===== config.mk =====
export PLATFORM = sky130hd
export DESIGN_NAME = stop_recovery_watchdog_ctrl
export DESIGN_NICKNAME = d
export VERILOG_FILES = /design/src/hw/oneshot_counter.v /design/src/hw/stop_recovery_watchdog_ctrl.v
export VERILOG_INCLUDE_DIRS = /design/src /design/src/common
export SDC_FILE = /design/constraint.sdc
export NUM_CORES = 1
export LEC_CHECK = 0
export BUFFER_PORTS_ARGS = -buffer_cell sky130_fd_sc_hd__buf_4
export CORE_ASPECT_RATIO = 1.5
export CORE_MARGIN = 8
export CORE_UTILIZATION = 62
export CTS_CLUSTER_SIZE = 16
export DETAILED_ROUTE_END_ITERATION = 7
export HOLD_SLACK_MARGIN = 0.05
export PLACE_DENSITY = 0.86
export SKIP_CTS_REPAIR_TIMING = 1
export SYNTH_ARGS = -nofsm -noshare
export SYNTH_HDL_FRONTEND = slang
export SYNTH_SLANG_ARGS = --single-unit
export TNS_END_PERCENT = 100

===== constraint.sdc =====
create_clock -name core_clk -period 5.2 [get_ports core_clk]
set_input_delay 1.04 -clock core_clk [delete_from_list [all_inputs] [get_ports core_clk]]
set_output_delay 1.04 -clock core_clk [all_outputs]
set_load 0.03 [all_outputs]

===== src/common/sleep_wdt_defs.vh =====
// Constants for the sleep, wake-up and watchdog controller
`ifndef SLEEP_WDT_DEFS_VH
`define SLEEP_WDT_DEFS_VH
// Register locations in expanded bank F
`define REG_PORT_CONFIG 4'h0
`define REG_WAKE_CONTROL 4'hB
`define REG_WAKE_CONTROL_TWO 4'hD
`define REG_WATCHDOG_MODE 4'hF
// Wake control fields
`define WAKE_WARM_BIT 7
`define WAKE_LEVEL_BIT 6
`define WAKE_DELAY_BIT 5
`define WAKE_SRC_HI 4
`define WAKE_SRC_LO 2
`define WAKE_DIV_BIT 0
// Wake control reset values
`define WAKE_CONTROL_RESET 8'h20
`define WAKE_CONTROL_TWO_RESET 8'h00
// Wake source codes
`define SRC_RESET_ONLY 3'h0
`define SRC_RESERVED 3'h1
`define SRC_P3_BIT1 3'h2
`define SRC_P3_BIT2 3'h3
`define SRC_P3_BIT3 3'h4
`define SRC_P2_BIT7 3'h5
`define SRC_P2_NOR_LOW 3'h6
`define SRC_P2_NOR_ALL 3'h7
// Watchdog mode fields and reset value
`define WDM_TAP_HI 1
`define WDM_TAP_LO 0
`define WDM_IDLE_BIT 2
`define WDM_SLEEP_BIT 3
`define WDM_CLKSEL_BIT 4
`define WATCHDOG_MODE_RESET 8'h0D
// Port config field
`define PCFG_CMP_BIT 0
// Timing figures
`define PWR_DELAY_MS 5
`define WDT_TAP0_MS 5
`define WDT_TAP1_MS 10
`define WDT_TAP2_MS 20
`define WDT_TAP3_MS 80
`define XTAL_TAP0 256
`define XTAL_TAP1 512
`define XTAL_TAP2 1024
`define XTAL_TAP3 4096
`define WDM_OPEN_CYCLES 61
`define FAST_WAKE_XTAL 5
`define PRESCALE_DIV 16
// Instruction opcodes
`define OP_NOP 8'hFF
`define OP_STOP 8'h6F
`define OP_HALT 8'h7F
// Restart address after deep sleep
`define RESTART_ADDR 16'h000C
`endif


===== src/hw/oneshot_counter.v =====
// Loadable down counter used for the power-on delay and watchdog
`timescale 1ns/1ps
module oneshot_counter #(
	parameter W = 24
) (
	input wire clk,
	input wire rstn,
	input wire tick,
	input wire load,
	input wire [W-1:0] load_val,
	input wire hold,
	output reg busy_r,
	output reg done_r
);
	reg [W-1:0] cnt_r;

	// Counts on tick; load wins over expiry so a refresh is never lost
	always @(posedge clk or negedge rstn) begin
		if (!rstn) begin
			cnt_r <= {W{1'b0}};
			busy_r <= 1'b0;
			done_r <= 1'b0;
		end else begin
			done_r <= 1'b0;
			if (load) begin
				cnt_r <= load_val;
				busy_r <= 1'b1;
			end else if (busy_r && tick && !hold) begin
				if (cnt_r <= {{(W-1){1'b0}}, 1'b1}) begin
					busy_r <= 1'b0;
					done_r <= 1'b1;
				end else begin
					cnt_r <= cnt_r - {{(W-1){1'b0}}, 1'b1};
				end
			end
		end
	end
endmodule


===== src/hw/stop_recovery_watchdog_ctrl.v =====
// Sleep, wake-up, power-on delay and watchdog control for a small core
`timescale 1ns/1ps
`include "sleep_wdt_defs.vh"
module stop_recovery_watchdog_ctrl #(
	parameter CLK_MHZ = 100,
	parameter RC_KHZ = 1000,
	parameter PWR_DELAY_RC = `PWR_DELAY_MS * RC_KHZ,
	parameter WDT_TAP0_RC = `WDT_TAP0_MS * RC_KHZ,
	parameter WDT_TAP1_RC = `WDT_TAP1_MS * RC_KHZ,
	parameter WDT_TAP2_RC = `WDT_TAP2_MS * RC_KHZ,
	parameter WDT_TAP3_RC = `WDT_TAP3_MS * RC_KHZ
) (
	input wire core_clk,
	input wire rstn,
	input wire power_good,
	input wire ext_reset_n,
	input wire rc_tick,
	input wire crystal_tick,
	input wire reg_wr,
	input wire reg_rd,
	input wire [3:0] reg_addr,
	input wire [7:0] reg_wdata,
	output reg [7:0] reg_rdata_r,
	input wire instr_valid,
	input wire [7:0] instr_op,
	input wire instr_watchdog,
	input wire irq_serviced,
	input wire analog_mode,
	input wire [7:0] port2_in,
	input wire [7:0] port2_is_output,
	input wire [3:1] port3_in,
	input wire [1:0] cmp_out,
	input wire [1:0] port3_gpio_out,
	output reg [1:0] port3_hi_out_r,
	output reg cpu_clk_en_r,
	output reg osc_en_r,
	output reg cpu_reset_r,
	output reg [15:0] restart_addr_r,
	output reg prescale_en_r,
	output reg prescale_tick_r,
	output reg irq_one_req_r,
	output reg [2:0] wdt_flags_r,
	output reg wdt_flags_we_r
);
	localparam ST_RUN = 2'h0;
	localparam ST_IDLE = 2'h1;
	localparam ST_SLEEP = 2'h2;
	localparam ST_DELAY = 2'h3;
	localparam CW = 24;
	localparam XT0 = `XTAL_TAP0, XT1 = `XTAL_TAP1, XT2 = `XTAL_TAP2, XT3 = `XTAL_TAP3;
	localparam OPEN_N = `WDM_OPEN_CYCLES;

	reg [1:0] state_r;
	reg [7:0] wake_r;
	reg [7:0] wake2_r;
	reg [7:0] wdm_r;
	reg pcfg_r, warm_r, wdt_on_r;
	reg [6:0] open_cnt_r;
	reg [3:0] pre_cnt_r;
	reg pg_d_r, wake_d_r;
	reg [2:0] fast_cnt_r;
	reg delay_load;
	reg [CW-1:0] wdt_val;
	reg src1_hit, src2_hit;
	wire wdt_tick, wdt_hold, wdt_busy, wdt_expire;
	wire dly_busy, dly_done;
	wire [7:0] p2_live;
	wire p2_any_low, p2_any_all;
	wire wake_lvl, wake_evt;
	wire wdm_open, wr_wake, start_cycle;

	// Output-configured port bits drop out of every wake term
	assign p2_live = port2_in & ~port2_is_output;
	assign p2_any_low = |(~port2_is_output[3:0]); // No live input, no NOR wake
	assign p2_any_all = |(~port2_is_output);
	assign wake_lvl = wake_r[`WAKE_LEVEL_BIT];
	assign wdm_open = (open_cnt_r != 7'd0);
	assign wr_wake = reg_wr && reg_addr == `REG_WAKE_CONTROL;
	assign start_cycle = (state_r == ST_RUN) && !cpu_reset_r;

	// Wake source decode
	always @* begin
		case (wake_r[`WAKE_SRC_HI:`WAKE_SRC_LO])
		`SRC_P3_BIT1: src1_hit = port3_in[1] == wake_lvl;
		`SRC_P3_BIT2: src1_hit = port3_in[2] == wake_lvl;
		`SRC_P3_BIT3: src1_hit = port3_in[3] == wake_lvl;
		`SRC_P2_BIT7: src1_hit = !port2_is_output[7] && (port2_in[7] == wake_lvl);
		`SRC_P2_NOR_LOW: src1_hit = p2_any_low && ((~|p2_live[3:0]) == wake_lvl);
		`SRC_P2_NOR_ALL: src1_hit = p2_any_all && ((~|p2_live) == wake_lvl);
		default: src1_hit = 1'b0;
		endcase
	end

	// Second register uses the same code layout on port 2 only
	always @* begin
		case (wake2_r[`WAKE_SRC_HI:`WAKE_SRC_LO])
		`SRC_P2_BIT7: src2_hit = !port2_is_output[7] &&
			(port2_in[7] == wake2_r[`WAKE_LEVEL_BIT]);
		`SRC_P2_NOR_LOW: src2_hit = p2_any_low &&
			((~|p2_live[3:0]) == wake2_r[`WAKE_LEVEL_BIT]);
		`SRC_P2_NOR_ALL: src2_hit = p2_any_all &&
			((~|p2_live) == wake2_r[`WAKE_LEVEL_BIT]);
		default: src2_hit = 1'b0;
		endcase
	end

	assign wake_evt = src1_hit | src2_hit;

	// Watchdog tap reload value from mode bits
	always @* begin
		if (wdm_r[`WDM_CLKSEL_BIT]) begin
			case (wdm_r[`WDM_TAP_HI:`WDM_TAP_LO])
			2'h0: wdt_val = XT0[CW-1:0];
			2'h1: wdt_val = XT1[CW-1:0];
			2'h2: wdt_val = XT2[CW-1:0];
			default: wdt_val = XT3[CW-1:0];
			endcase
		end else begin
			case (wdm_r[`WDM_TAP_HI:`WDM_TAP_LO])
			2'h0: wdt_val = WDT_TAP0_RC[CW-1:0];
			2'h1: wdt_val = WDT_TAP1_RC[CW-1:0];
			2'h2: wdt_val = WDT_TAP2_RC[CW-1:0];
			default: wdt_val = WDT_TAP3_RC[CW-1:0];
			endcase
		end
	end

	// Counter chain clock is RC or crystal input
	assign wdt_tick = wdm_r[`WDM_CLKSEL_BIT] ? crystal_tick : rc_tick;
	// Sleep counting only works on RC since crystal stops
	assign wdt_hold = (state_r == ST_IDLE && !wdm_r[`WDM_IDLE_BIT]) ||
		(state_r == ST_SLEEP && (!wdm_r[`WDM_SLEEP_BIT] || wdm_r[`WDM_CLKSEL_BIT]));

	oneshot_counter #(.W(CW)) watchdog_cnt (
		.clk(core_clk),
		.rstn(rstn),
		.tick(wdt_tick),
		.load(instr_valid && instr_watchdog && !cpu_reset_r),
		.load_val(wdt_val),
		.hold(wdt_hold),
		.busy_r(wdt_busy),
		.done_r(wdt_expire)
	);

	oneshot_counter #(.W(CW)) power_delay (
		.clk(core_clk),
		.rstn(rstn),
		.tick(rc_tick),
		.load(delay_load),
		.load_val(PWR_DELAY_RC[CW-1:0]),
		.hold(1'b0),
		.busy_r(dly_busy),
		.done_r(dly_done)
	);

	// Delay trigger: power-good rise, watchdog expiry, slow wake
	always @* begin
		delay_load = (power_good && !pg_d_r) || (wdt_expire && wdt_on_r) ||
			(state_r == ST_SLEEP && wake_evt && wake_r[`WAKE_DELAY_BIT]);
	end

	// Main power-state machine
	always @(posedge core_clk or negedge rstn) begin
		if (!rstn) begin
			state_r <= ST_DELAY;
			cpu_clk_en_r <= 1'b0;
			osc_en_r <= 1'b1;
			cpu_reset_r <= 1'b1;
			restart_addr_r <= 16'h0000;
			warm_r <= 1'b0;
			wdt_on_r <= 1'b0;
			open_cnt_r <= 7'd0;
			pg_d_r <= 1'b0;
			wake_d_r <= 1'b0;
			fast_cnt_r <= 3'd0;
		end else begin
			pg_d_r <= power_good;
			wake_d_r <= src1_hit; // Only the first register feeds interrupt one
			// Window counts processor cycles after each start
			if (start_cycle && wdm_open)
				open_cnt_r <= open_cnt_r - 7'd1;
			if (instr_valid && instr_watchdog && !cpu_reset_r)
				wdt_on_r <= 1'b1;
			if (!power_good || !ext_reset_n || (power_good && !pg_d_r)) begin
				// Cold start clears the warm flag
				state_r <= ST_DELAY;
				cpu_clk_en_r <= 1'b0;
				osc_en_r <= 1'b1;
				cpu_reset_r <= 1'b1;
				warm_r <= 1'b0;
				wdt_on_r <= 1'b0;
				restart_addr_r <= (state_r == ST_SLEEP) ? `RESTART_ADDR : 16'h0000;
			end else if (wdt_expire && wdt_on_r) begin
				// Watchdog reset; warm only if it fired during sleep
				state_r <= ST_DELAY;
				cpu_clk_en_r <= 1'b0;
				osc_en_r <= 1'b1;
				cpu_reset_r <= 1'b1;
				wdt_on_r <= 1'b0;
				if (state_r != ST_SLEEP)
					warm_r <= 1'b0;
				restart_addr_r <= (state_r == ST_SLEEP) ? `RESTART_ADDR : 16'h0000;
			end else begin
				case (state_r)
				ST_RUN: begin
					// Opcode pipeline flush is the core's duty
					if (instr_valid && instr_op == `OP_STOP) begin
						state_r <= ST_SLEEP;
						cpu_clk_en_r <= 1'b0;
						osc_en_r <= 1'b0;
						warm_r <= 1'b1;
					end else if (instr_valid && instr_op == `OP_HALT) begin
						state_r <= ST_IDLE;
						cpu_clk_en_r <= 1'b0;
					end
				end
				ST_IDLE: begin
					if (irq_serviced) begin
						state_r <= ST_RUN;
						cpu_clk_en_r <= 1'b1;
					end
				end
				ST_SLEEP: begin
					fast_cnt_r <= (wake_evt && crystal_tick) ?
						fast_cnt_r + 3'd1 : (wake_evt ? fast_cnt_r : 3'd0);
					if (wake_evt && wake_r[`WAKE_DELAY_BIT]) begin
						state_r <= ST_DELAY;
						osc_en_r <= 1'b1;
						cpu_reset_r <= 1'b1;
						restart_addr_r <= `RESTART_ADDR;
					end else if (wake_evt && fast_cnt_r >= `FAST_WAKE_XTAL) begin
						// Fast wake, source held long enough
						state_r <= ST_RUN;
						osc_en_r <= 1'b1;
						cpu_clk_en_r <= 1'b1;
						cpu_reset_r <= 1'b0;
						restart_addr_r <= `RESTART_ADDR;
						open_cnt_r <= OPEN_N[6:0];
					end
				end
				ST_DELAY: begin
					fast_cnt_r <= 3'd0;
					if (!dly_busy && !delay_load) begin
						state_r <= ST_RUN;
						cpu_clk_en_r <= 1'b1;
						cpu_reset_r <= 1'b0;
						open_cnt_r <= OPEN_N[6:0];
					end
				end
				default: state_r <= ST_DELAY;
				endcase
			end
		end
	end

	// Register writes; mode register locks after the window
	always @(posedge core_clk or negedge rstn) begin
		if (!rstn) begin
			wake_r <= `WAKE_CONTROL_RESET;
			wake2_r <= `WAKE_CONTROL_TWO_RESET;
			wdm_r <= `WATCHDOG_MODE_RESET;
			pcfg_r <= 1'b0;
		end else begin
			if (!power_good) begin
				wake_r <= `WAKE_CONTROL_RESET;
				wake2_r <= `WAKE_CONTROL_TWO_RESET;
				wdm_r <= `WATCHDOG_MODE_RESET;
			end else if (state_r == ST_SLEEP && wake_evt) begin
				wake_r[`WAKE_DIV_BIT] <= 1'b0;
			end else if (wr_wake) begin
				wake_r[6:0] <= reg_wdata[6:0];
			end
			if (reg_wr && reg_addr == `REG_WAKE_CONTROL_TWO)
				wake2_r <= reg_wdata;
			if (reg_wr && reg_addr == `REG_WATCHDOG_MODE && wdm_open)
				wdm_r <= {3'b000, reg_wdata[4:0]};
			if (reg_wr && reg_addr == `REG_PORT_CONFIG)
				pcfg_r <= reg_wdata[`PCFG_CMP_BIT];
		end
	end

	// Readback: only the warm flag is visible
	always @(posedge core_clk or negedge rstn) begin
		if (!rstn)
			reg_rdata_r <= 8'h00;
		else if (reg_rd && reg_addr == `REG_WAKE_CONTROL)
			reg_rdata_r <= {warm_r, 7'h00};
		else
			reg_rdata_r <= 8'h00;
	end

	// Comparator routing, prescaler, interrupt one and flag strobe
	always @(posedge core_clk or negedge rstn) begin
		if (!rstn) begin
			port3_hi_out_r <= 2'b00;
			prescale_en_r <= 1'b0;
			prescale_tick_r <= 1'b0;
			pre_cnt_r <= 4'h0;
			irq_one_req_r <= 1'b0;
			wdt_flags_r <= 3'b000;
			wdt_flags_we_r <= 1'b0;
		end else begin
			port3_hi_out_r <= pcfg_r ? cmp_out : port3_gpio_out;
			prescale_en_r <= wake_r[`WAKE_DIV_BIT];
			pre_cnt_r <= pre_cnt_r + 4'h1;
			prescale_tick_r <= !wake_r[`WAKE_DIV_BIT] || (pre_cnt_r == 4'hF);
			// Falling edge of the non-port-3 sources
			irq_one_req_r <= analog_mode && wake_d_r && !src1_hit &&
				wake_r[`WAKE_SRC_HI:`WAKE_SRC_LO] >= `SRC_P2_BIT7;
			// Zero set, sign and overflow cleared on refresh
			wdt_flags_we_r <= instr_valid && instr_watchdog && !cpu_reset_r;
			wdt_flags_r <= 3'b100;
		end
	end
endmodule


==> results of run 1 <==
[path summary, 6_finish.rpt]
kind / to / slack (ns) / cells past startpoint
worst max-delay path: power_delay.cnt_r[7]$_DFFE_PN0P_ / 1.91 / 8
worst min-delay path: prescale_en_r$_DFF_PN0_ / 0.43 / 0
worst max register to register: power_delay.cnt_r[7]$_DFFE_PN0P_ / 2.37 / 7
worst min register to register: prescale_en_r$_DFF_PN0_ / 0.43 / 0
max in group asynchronous: watchdog_cnt.cnt_r[9]$_DFFE_PN0P_ / 3.44 / 2
min in group asynchronous: open_cnt_r[4]$_DFF_PN0_ / 0.77 / 1
[cell type report]
| cell class | count | area [um^2] |
|---|---|---|
| Timing Repair Buffer | 67 | 503 |
| Fill cell | 630 | 2400 |
| Clock buffer | 12 | 267 |
| Sequential cell | 99 | 2490 |
| Clock inverter | 4 | 47.5 |
| Multi-Input combinational cell | 450 | 2900 |
| Tap cell | 110 | 138 |
| Inverter | 23 | 86.3 |
[per-stage QoR]
step / std cells / worst slack [ns] / area, um^2 / util [%] / hold slack, ns
after floorplan: 612 / 2.42 / 5740 / - / 0.374
after CTS: 765 / 1.95 / 6430 / 72.8 / 0.432
after detailed placement: 749 / 1.58 / 6120 / 69.3 / 0.415
after global placement: 749 / 1.71 / 6120 / 69.3 / 0.411
after global routing: 765 / 1.82 / 6430 / 72.8 / 0.447
final: 765 / 1.91 / 6430 / 72.8 / 0.431
[Yosys cell counts (3+ instances only)]
| master | instances | area [um^2] |
|---|---|---|
| dfrtp_1 | 91 | 2280 |
| ha_1 | 13 | 163 |
| a2111oi_0 | 3 | 26.3 |
| nand2b_1 | 16 | 100 |
| nand2_1 | 51 | 191 |
| o21ai_0 | 15 | 75.1 |
| o31ai_1 | 7 | 52.6 |
| nand3_1 | 17 | 85.1 |
| o2111ai_1 | 3 | 26.3 |
| mux2_2 | 4 | 45.0 |
| or3b_1 | 3 | 26.3 |
| buf_2 | 4 | 20.0 |
| a21o_1 | 3 | 22.5 |
| nor4_1 | 13 | 81.3 |
| nand4b_1 | 3 | 26.3 |
| nand4_1 | 8 | 50.1 |
| xnor2_1 | 35 | 307 |
| clkbuf_1 | 9 | 33.8 |
| or3_1 | 5 | 31.3 |
| xor2_1 | 15 | 131 |
| inv_1 | 22 | 82.6 |
| mux2i_1 | 8 | 80.1 |
| o21a_1 | 5 | 37.5 |
| nor2_1 | 71 | 267 |
| buf_4 | 24 | 180 |
| nand3b_1 | 3 | 22.5 |
| nor3b_1 | 6 | 45.0 |
| dfstp_2 | 8 | 210 |
| a21oi_1 | 23 | 115 |
| nor2b_1 | 8 | 50.1 |
| or4_1 | 5 | 37.5 |
| nor3_1 | 29 | 145 |
[routing by layer]
| metal | wire length, um | part of all wire, % | vias up | GRT usage (%) |
|---|---|---|---|---|
| met5 | 0 | 0 | - | 0 |
| met4 | 381 | 2.9 | 0 | 10.5 |
| met3 | 735 | 5.7 | 38 | 5.72 |
| met2 | 6800 | 53 | 157 | 36.8 |
| met1 | 5000 | 39 | 2242 | 23.9 |
| li1 | - | - | 2156 | - |
[report_power, final]
group          total [uW]  internal (uW)  switching, uW
Clock                 698            411            288
Combinational         208           85.2            123
Sequential            835            801           33.7
[flip-flops by register name (all words and copies together), names as in the netlist, 2 cells and up]
name,cells
wdm_r,5
pre_cnt_r,4
open_cnt_r,7
state_r,2
port3_hi_out_r,2
power_delay.cnt_r,24
wake_r,6
fast_cnt_r,3
watchdog_cnt.cnt_r,24
wake2_r,4
[critical path, stage by stage]
cell and delay [ns]:
buf_4 0.11, nand2b_1 0.14, and4_1 0.22, a2111oi_0 0.65
a211o_1 0.24, a211oi_4 0.11, o21bai_2 0.80, or3b_1 0.24
[kinds of logic (layout without fill, tap and decap cells)]
kind of cell             count (synthesis)  after routing
AND/OR/NAND/NOR                        256            256
AO/OA/AOI/OAI                           95             95
other                                    2             24
adder cells (fa/ha/maj)                 13             13
buffers and inverters                   63            106
flip-flops                              99             99
multiplexers                            12             12
XOR/XNOR                                50             50
==> impl_metrics.ini, run 1 <==
[run_status]
status = completed

[layout]
final_common_cell = dfrtp_1
final_cell_mix = 91 x dfrtp_1, 71 x nor2_1, 67 x buf_4, 51 x nand2_1, 35 x xnor2_1
n_antenna_cell = 0
areaGrowthSynthToFinish_pct = 13.7
final_nets = 718
drive_gt1_share_pct = 17.4

[clock_tree]
root_buffer = clkbuf_16
ctsHtreeMaxLevel = 3
cts_tree = yes
clock-sinks = 99
cts_buffers = 9
path_clk_slew_ns = 0.07
cts_buffer_depth = 2
clk_latency_ns = 0.35

[drt]
first_pass_iters = 5
wl_per_cell_um = 16.9
drt-total-wl_mm = 12.9
antenna_left = 0
vias = 4593
drtIter0Drc = 256
viasPerCell = 6.00
drc_errors = 0

[power]
powerDensity_nw_per_um2 = 271
finalPower_uw = 1740
leakagePower_uw = 0.00287
vdd_drop_max_mv = 0.249

[synth]
synth_seq_cells = 99
synth_mux_area_share_pct = 2.21
seq_area_frac_synth_pct = 44.0
yosys.area_share.simple_pct = 24.0
ys.flop_type = dfrtp_1
synth-edff-count = 0
syn_avg_cell_area_um2 = 9.58
synth.distinct_cells = 80
synth_fa_ha_area_share_pct = 2.88
synth.cell_area_um2 = 5650
synth_top_family_by_area = simple AND/OR/NAND/NOR gates
synth_xor_area_share_pct = 7.75
synth_compound_area_share_pct = 12.9
ys_warn_count = 0
synthCells = 590
async_flop_share_pct = 100

[timing]
slew_headroom_pct = 29.0
fin_crit_sh_pct = 63.2
fmaxAchievable_mhz = 304
rsz0062_at_grt = false
setup_viol = 0
timing.final.crit_period_ns = 3.29
skew_ns = 0.00561
hold_viol = 0
drv_slew = 0
tightestPinTransition_ns = 1.06
setup_tns_ns = 0

[grt]
track_usage_pct = 21.5
antenna_found_initial = 0
grt_pass1_vias = 4724
grt_max_degree = 69
grt_pass1_wl_mm = 21.7
overflow = 0

[floorplan]
start_util_pct = 64.0
core_area_um2 = 8830
dieArea_um2 = 12500
ios = 91
rows = 42
die_h_um = 133
dieWidth_um = 94.0

[setup_path]
end_kind = flip-flop
cp_data_required_time_ns = 5.49
crit_fanout = 25
crit_arrival_ns = 3.57
r2r_start = wake_r[4]$_DFFE_PN0P_
startpoint_type = input pin
crit_type = input pin to flip-flop
startpoint = port2_is_output[5]

[placement]
gp_congestion = 0.881
post-dp-hpwl_mm = 9.35
portBuffers = 66

[job]
drv_cap = 0

[worst_hold_path]
worst_hold_path_type = flip-flop to flip-flop
worstHoldStart = wake_r[0]$_DFFE_PN0P_
(Power assumes the default switching activity.)
==> inputs of run 2 (changes only) <==
- CORE_UTILIZATION: 62 -> 52
- PLACE_DENSITY: 0.86 -> 0.77
- clock period: 5.2 -> 2.8 ns (I/O delays scaled with it)
==> impl_metrics.ini, run 2 (synthesized netlist as in run 1, its figures left out) <==
[layout]
fillers = 900
drive_gt1_share_pct = 18.9
seqCellArea_um2 = 2490
post-route-util_pct = 62.3
final_cell_mix = 91 x dfrtp_1, 78 x buf_4, 71 x nor2_1, 51 x nand2_1, 35 x xnor2_1
final_common_cell = dfrtp_1
areaGrowthSynthToFinish_pct = 16.7
final_nets = 729
top_regs = power_delay.cnt_r (24), watchdog_cnt.cnt_r (24), open_cnt_r (7)
layout.cells.non_filler = 810
multi_input_area_um2 = 2910
design_area_um2 = 6600
n_antenna_cell = 0

[drt]
wl_per_cell_um = 15.9
drtIter0Drc = 217
viasPerCell = 5.65
drt-total-wl_mm = 12.9
antenna_left = 0
vias = 4580
drc_errors = 0
first_pass_iters = 5

[floorplan]
dieArea_um2 = 14500
ios = 91
rows = 46
start_util_pct = 53.4
dieWidth_um = 101
die_h_um = 144
core_area_um2 = 10600

[power]
leakagePower_uw = 0.00294
finalPower_uw = 3390
vdd_drop_max_mv = 0.416
powerDensity_nw_per_um2 = 513

[timing]
setup_viol = 0
hold_viol = 0
fmaxAchievable_mhz = 379
timing.final.crit_period_ns = 2.64
tightestPinTransition_ns = 1.11
drv_slew = 0
skew_ns = 0.00801
setup_tns_ns = 0
rsz0062_at_grt = false
slew_headroom_pct = 25.7
fin_crit_sh_pct = 94.4

[grt]
grt_max_degree = 43
overflow = 0
grt_pass1_vias = 4669
track_usage_pct = 18.4
antenna_found_initial = 0
grt_pass1_wl_mm = 21.6

[placement]
post-dp-hpwl_mm = 9.90
portBuffers = 66
placed_area_um2 = 6240
gp_congestion = 0.881
place_inst = 794

[job]
drv_cap = 0

[run_status]
status = completed

[clock_tree]
cts_tree = yes
cts_buffers = 9
ctsHtreeMaxLevel = 3
clk_latency_ns = 0.35
path_clk_slew_ns = 0.07
root_buffer = clkbuf_16
cts_buffer_depth = 2
clock-sinks = 99

[setup_path]
startpoint_type = flip-flop
crit_fanout = 16
end_kind = flip-flop
crit_arrival_ns = 2.93
crit_type = flip-flop to flip-flop
cp_data_required_time_ns = 3.08

[worst_hold_path]
worst_hold_path_type = input pin to asynchronous set/reset pin
## run 2: worst max-delay path, stage by stage, from the launching register on
cell,delay [ns]
dfrtp_1,0.52
or3b_1,0.41
a21boi_1,0.16
nor3_1,0.36
o32a_1,0.30
a211oi_4,0.06
o21bai_2,0.35
buf_4,0.29
nand2b_1,0.13
## run 2: path summary, 6_finish.rpt
kind                                  startpoint                          endpoint  slack (ns)  cells after the start
setup / recovery           wake_r[4]$_DFFE_PN0P_  power_delay.cnt_r[9]$_DFFE_PN0P_        0.16                      8
hold / removal                              rstn           open_cnt_r[4]$_DFF_PN0_        0.18                      1
setup reg to reg           wake_r[4]$_DFFE_PN0P_  power_delay.cnt_r[9]$_DFFE_PN0P_        0.16                      8
hold reg to reg            wake_r[0]$_DFFE_PN0P_           prescale_en_r$_DFF_PN0_        0.44                      0
max in group asynchronous                   rstn              wdm_r[2]$_DFFE_PN1P_        1.83                      2
min in group core_clk               reg_wdata[6]            wake2_r[6]$_DFFE_PN0P_        0.43                      3
## run 2: stage by stage
step	hold WS, ns	worst slack [ns]
after floorplan	0.264	0.495
after global placement	0.414	0.125
after detailed placement	0.419	0.0598
after CTS	0.191	0.109
after global routing	0.222	0.0143
final	0.177	0.158
## run 2: power breakdown
group	internal, uW	switching [uW]
Clock	881	560
Combinational	164	230
Sequential	1490	64.2
## run 2: cell type report
cell class / instances / share of cell area [%]
Multi-Input combinational cell: 450 / 44.1
Sequential cell: 99 / 37.7
Timing Repair Buffer: 78 / 8.88
Clock buffer: 9 / 3.41
Tap cell: 144 / 2.73
Clock inverter: 7 / 1.88
Inverter: 23 / 1.31
## run 2: per-layer routing
| layer | up-vias | GRT usage [%] | wire [um] |
|---|---|---|---|
| li1 | 2169 | - | - |
| met1 | 2258 | 19.9 | 4970 |
| met2 | 126 | 33.5 | 6920 |
| met3 | 27 | 3.58 | 687 |
| met4 | 0 | 8.12 | 310 |
| met5 | - | 0 | 0 |
==> inputs of run 3 (changes only) <==
- ABC_AREA: default -> 1
==> impl_metrics.ini, run 3 <==
[placement]
place_inst = 1015
placed_area_um2 = 6680
place_ws_ns = 0.331
post-dp-hpwl_mm = 10.8
gp_congestion = 0.904
portBuffers = 66

[synth]
syn_avg_cell_area_um2 = 7.56
synth-edff-count = 0
seq_area_frac_synth_pct = 41.0
ys.flop_type = dfrtp_1
synth.distinct_cells = 46
yosysMostFrequentCell = nand2_1
synth_seq_cells = 99
synth_top_area_share_pct = 37.5
synthTopCellsByCount = 179 x nand2_1, 98 x nor2_1, 97 x inv_1
synthCells = 803
post-synth-top-area-cell = dfrtp_1
async_flop_share_pct = 100
synth_area_leaders = dfrtp_1 38%, nand2_1 11%, nor2_1 6.1%
synth.cell_area_um2 = 6070
ys_warn_count = 0

[drt]
drc_errors = 0
wl_per_cell_um = 13.8
antenna_left = 0
viasPerCell = 5.28
first_pass_iters = 5
drtIter0Drc = 248
vias = 5445
drt-total-wl_mm = 14.2

[layout]
n_antenna_cell = 0
final_common_cell = nand2_1
final_cell_mix = 179 x nand2_1, 98 x nor2_1, 97 x inv_1, 91 x dfrtp_1, 75 x buf_4
areaGrowthSynthToFinish_pct = 14.6
final_nets = 944
top_regs = power_delay.cnt_r (24), watchdog_cnt.cnt_r (24), open_cnt_r (7)
drive_gt1_share_pct = 13.4
design_area_um2 = 6960
layout.cells.non_filler = 1031

[timing]
skew_ns = 0.00551
setup_viol = 0
setup_ws_ns = 0.505
setup_tns_ns = 0
fin_crit_sh_pct = 82.0
rsz0062_at_grt = false
timing.final.crit_period_ns = 2.30
fmaxAchievable_mhz = 436
drv_slew = 0
hold_viol = 0

[clock_tree]
cts_buffers = 9
cts_buffer_depth = 2
clk_latency_ns = 0.34
cts_tree = yes
clock-sinks = 99
root_buffer = clkbuf_16
path_clk_slew_ns = 0.07
ctsHtreeMaxLevel = 3

[grt]
grt_pass1_vias = 5399
track_usage_pct = 18.9
overflow = 0
antenna_found_initial = 0
grt_pass1_wl_mm = 24.4
grt_max_degree = 49

[power]
switching_share_pct = 35.1
internal_power_uw = 2680
p_sw_uw = 1450
vdd_drop_max_mv = 0.383
leakagePower_uw = 0.00343
combPwrFrac_pct = 27.1
pwr-share-clk_pct = 28.1
seq_power_share_pct = 44.8
powerDensity_nw_per_um2 = 595

[setup_path]
critPathSlowestCell = dfrtp_1
regToRegSetupSlack_ns = 0.50
crit_arrival_ns = 2.53
startpoint_type = flip-flop
crit_type = flip-flop to flip-flop
end_kind = flip-flop
cp_data_required_time_ns = 3.03
cpPeakStageDelay_ns = 0.44
crit_fanout = 15
cp_cell_sequence = nor2_1, nand2_1, nor3_1, nand4_1, nand2_2, inv_1, buf_4, a22o_1

[floorplan]
start_util_pct = 52.9
rows = 48
dieArea_um2 = 15500
dieWidth_um = 104
die_h_um = 148
core_area_um2 = 11500
ios = 91

[run_status]
status = completed

[worst_hold_path]
worst_hold_path_type = input pin to asynchronous set/reset pin

[job]
drv_cap = 0
## run 3: cells by family (layout without fill, tap and decap cells)
kind of cell | Yosys count | in the layout | synth area share [%]
xor gates and xnor gates | 34 | 34 | 4.91
other | 2 | 24 | 0.124
and+or+nand+nor | 396 | 396 | 29.4
AOI/OAI and AO/OA | 123 | 123 | 11.8
adders and majority gates | 13 | 13 | 2.68
DFF | 99 | 99 | 41.0
buffers and inverters | 136 | 192 | 10.1
## run 3: critical path, delay by kind of cell (launching register included)
| family | cells | cell delay [ns] |
|---|---|---|
| and+or+nand+nor | 5 | 1.14 |
| DFF | 1 | 0.44 |
| buffers and inverters | 2 | 0.41 |
| AOI/OAI and AO/OA | 1 | 0.20 |
## run 3: stage by stage
stage / utilization, % / total power, uW / hold WS, ns
2_1_floorplan: - / 2690 / 0.264
3_3_place_gp: 58.3 / 2960 / 0.399
3_5_place_dp: 58.3 / 2990 / 0.400
4_1_cts: 60.6 / 4170 / 0.150
5_1_grt: 60.6 / 4420 / 0.174
6_report: 60.6 / 4140 / 0.142
## run 3: power by group through the flow
stage                     logic [uW]  clock network (uW)  registers (uW)
after detailed placement        1120                   0            1880
after CTS                       1130                1190            1850
after floorplan                  836                   0            1850
after global placement          1090                   0            1870
after global routing            1290                1240            1890
final                           1120                1160            1860
## run 3: layout make-up
type / count / area [um^2]
well taps: 150 / 188
flip-flops and latches: 99 / 2490
multi-input cells: 590 / 3050
fillers: 1036 / 4510
inverters: 100 / 375
clock inverters: 4 / 26.3
repair buffers: 76 / 583
clock buffers: 12 / 246
## run 3: per-layer routing
layer  up-vias  track usage (%)  share of wire, %
met5         -                0                 0
met4         0             7.42               2.6
met3        34             3.72               4.1
met2       157             34.9                53
met1      2517             20.6                40
li1       2737                -                 -
## run 3: path summary, 6_finish.rpt
kind | cells past startpoint | endpoint | startpoint
worst max-delay path | 8 | watchdog_cnt.cnt_r[10]$_DFFE_PN0P_ | watchdog_cnt.cnt_r[14]$_DFFE_PN0P_
worst min-delay path | 1 | open_cnt_r[2]$_DFF_PN0_ | rstn
worst max register to register | 8 | watchdog_cnt.cnt_r[10]$_DFFE_PN0P_ | watchdog_cnt.cnt_r[14]$_DFFE_PN0P_
worst min register to register | 0 | prescale_en_r$_DFF_PN0_ | wake_r[0]$_DFFE_PN0P_
max in group asynchronous | 2 | wdt_flags_r[2]$_DFF_PN0_ | rstn
min in group core_clk | 3 | port3_hi_out_r[0]$_DFF_PN0_ | cmp_out[0]
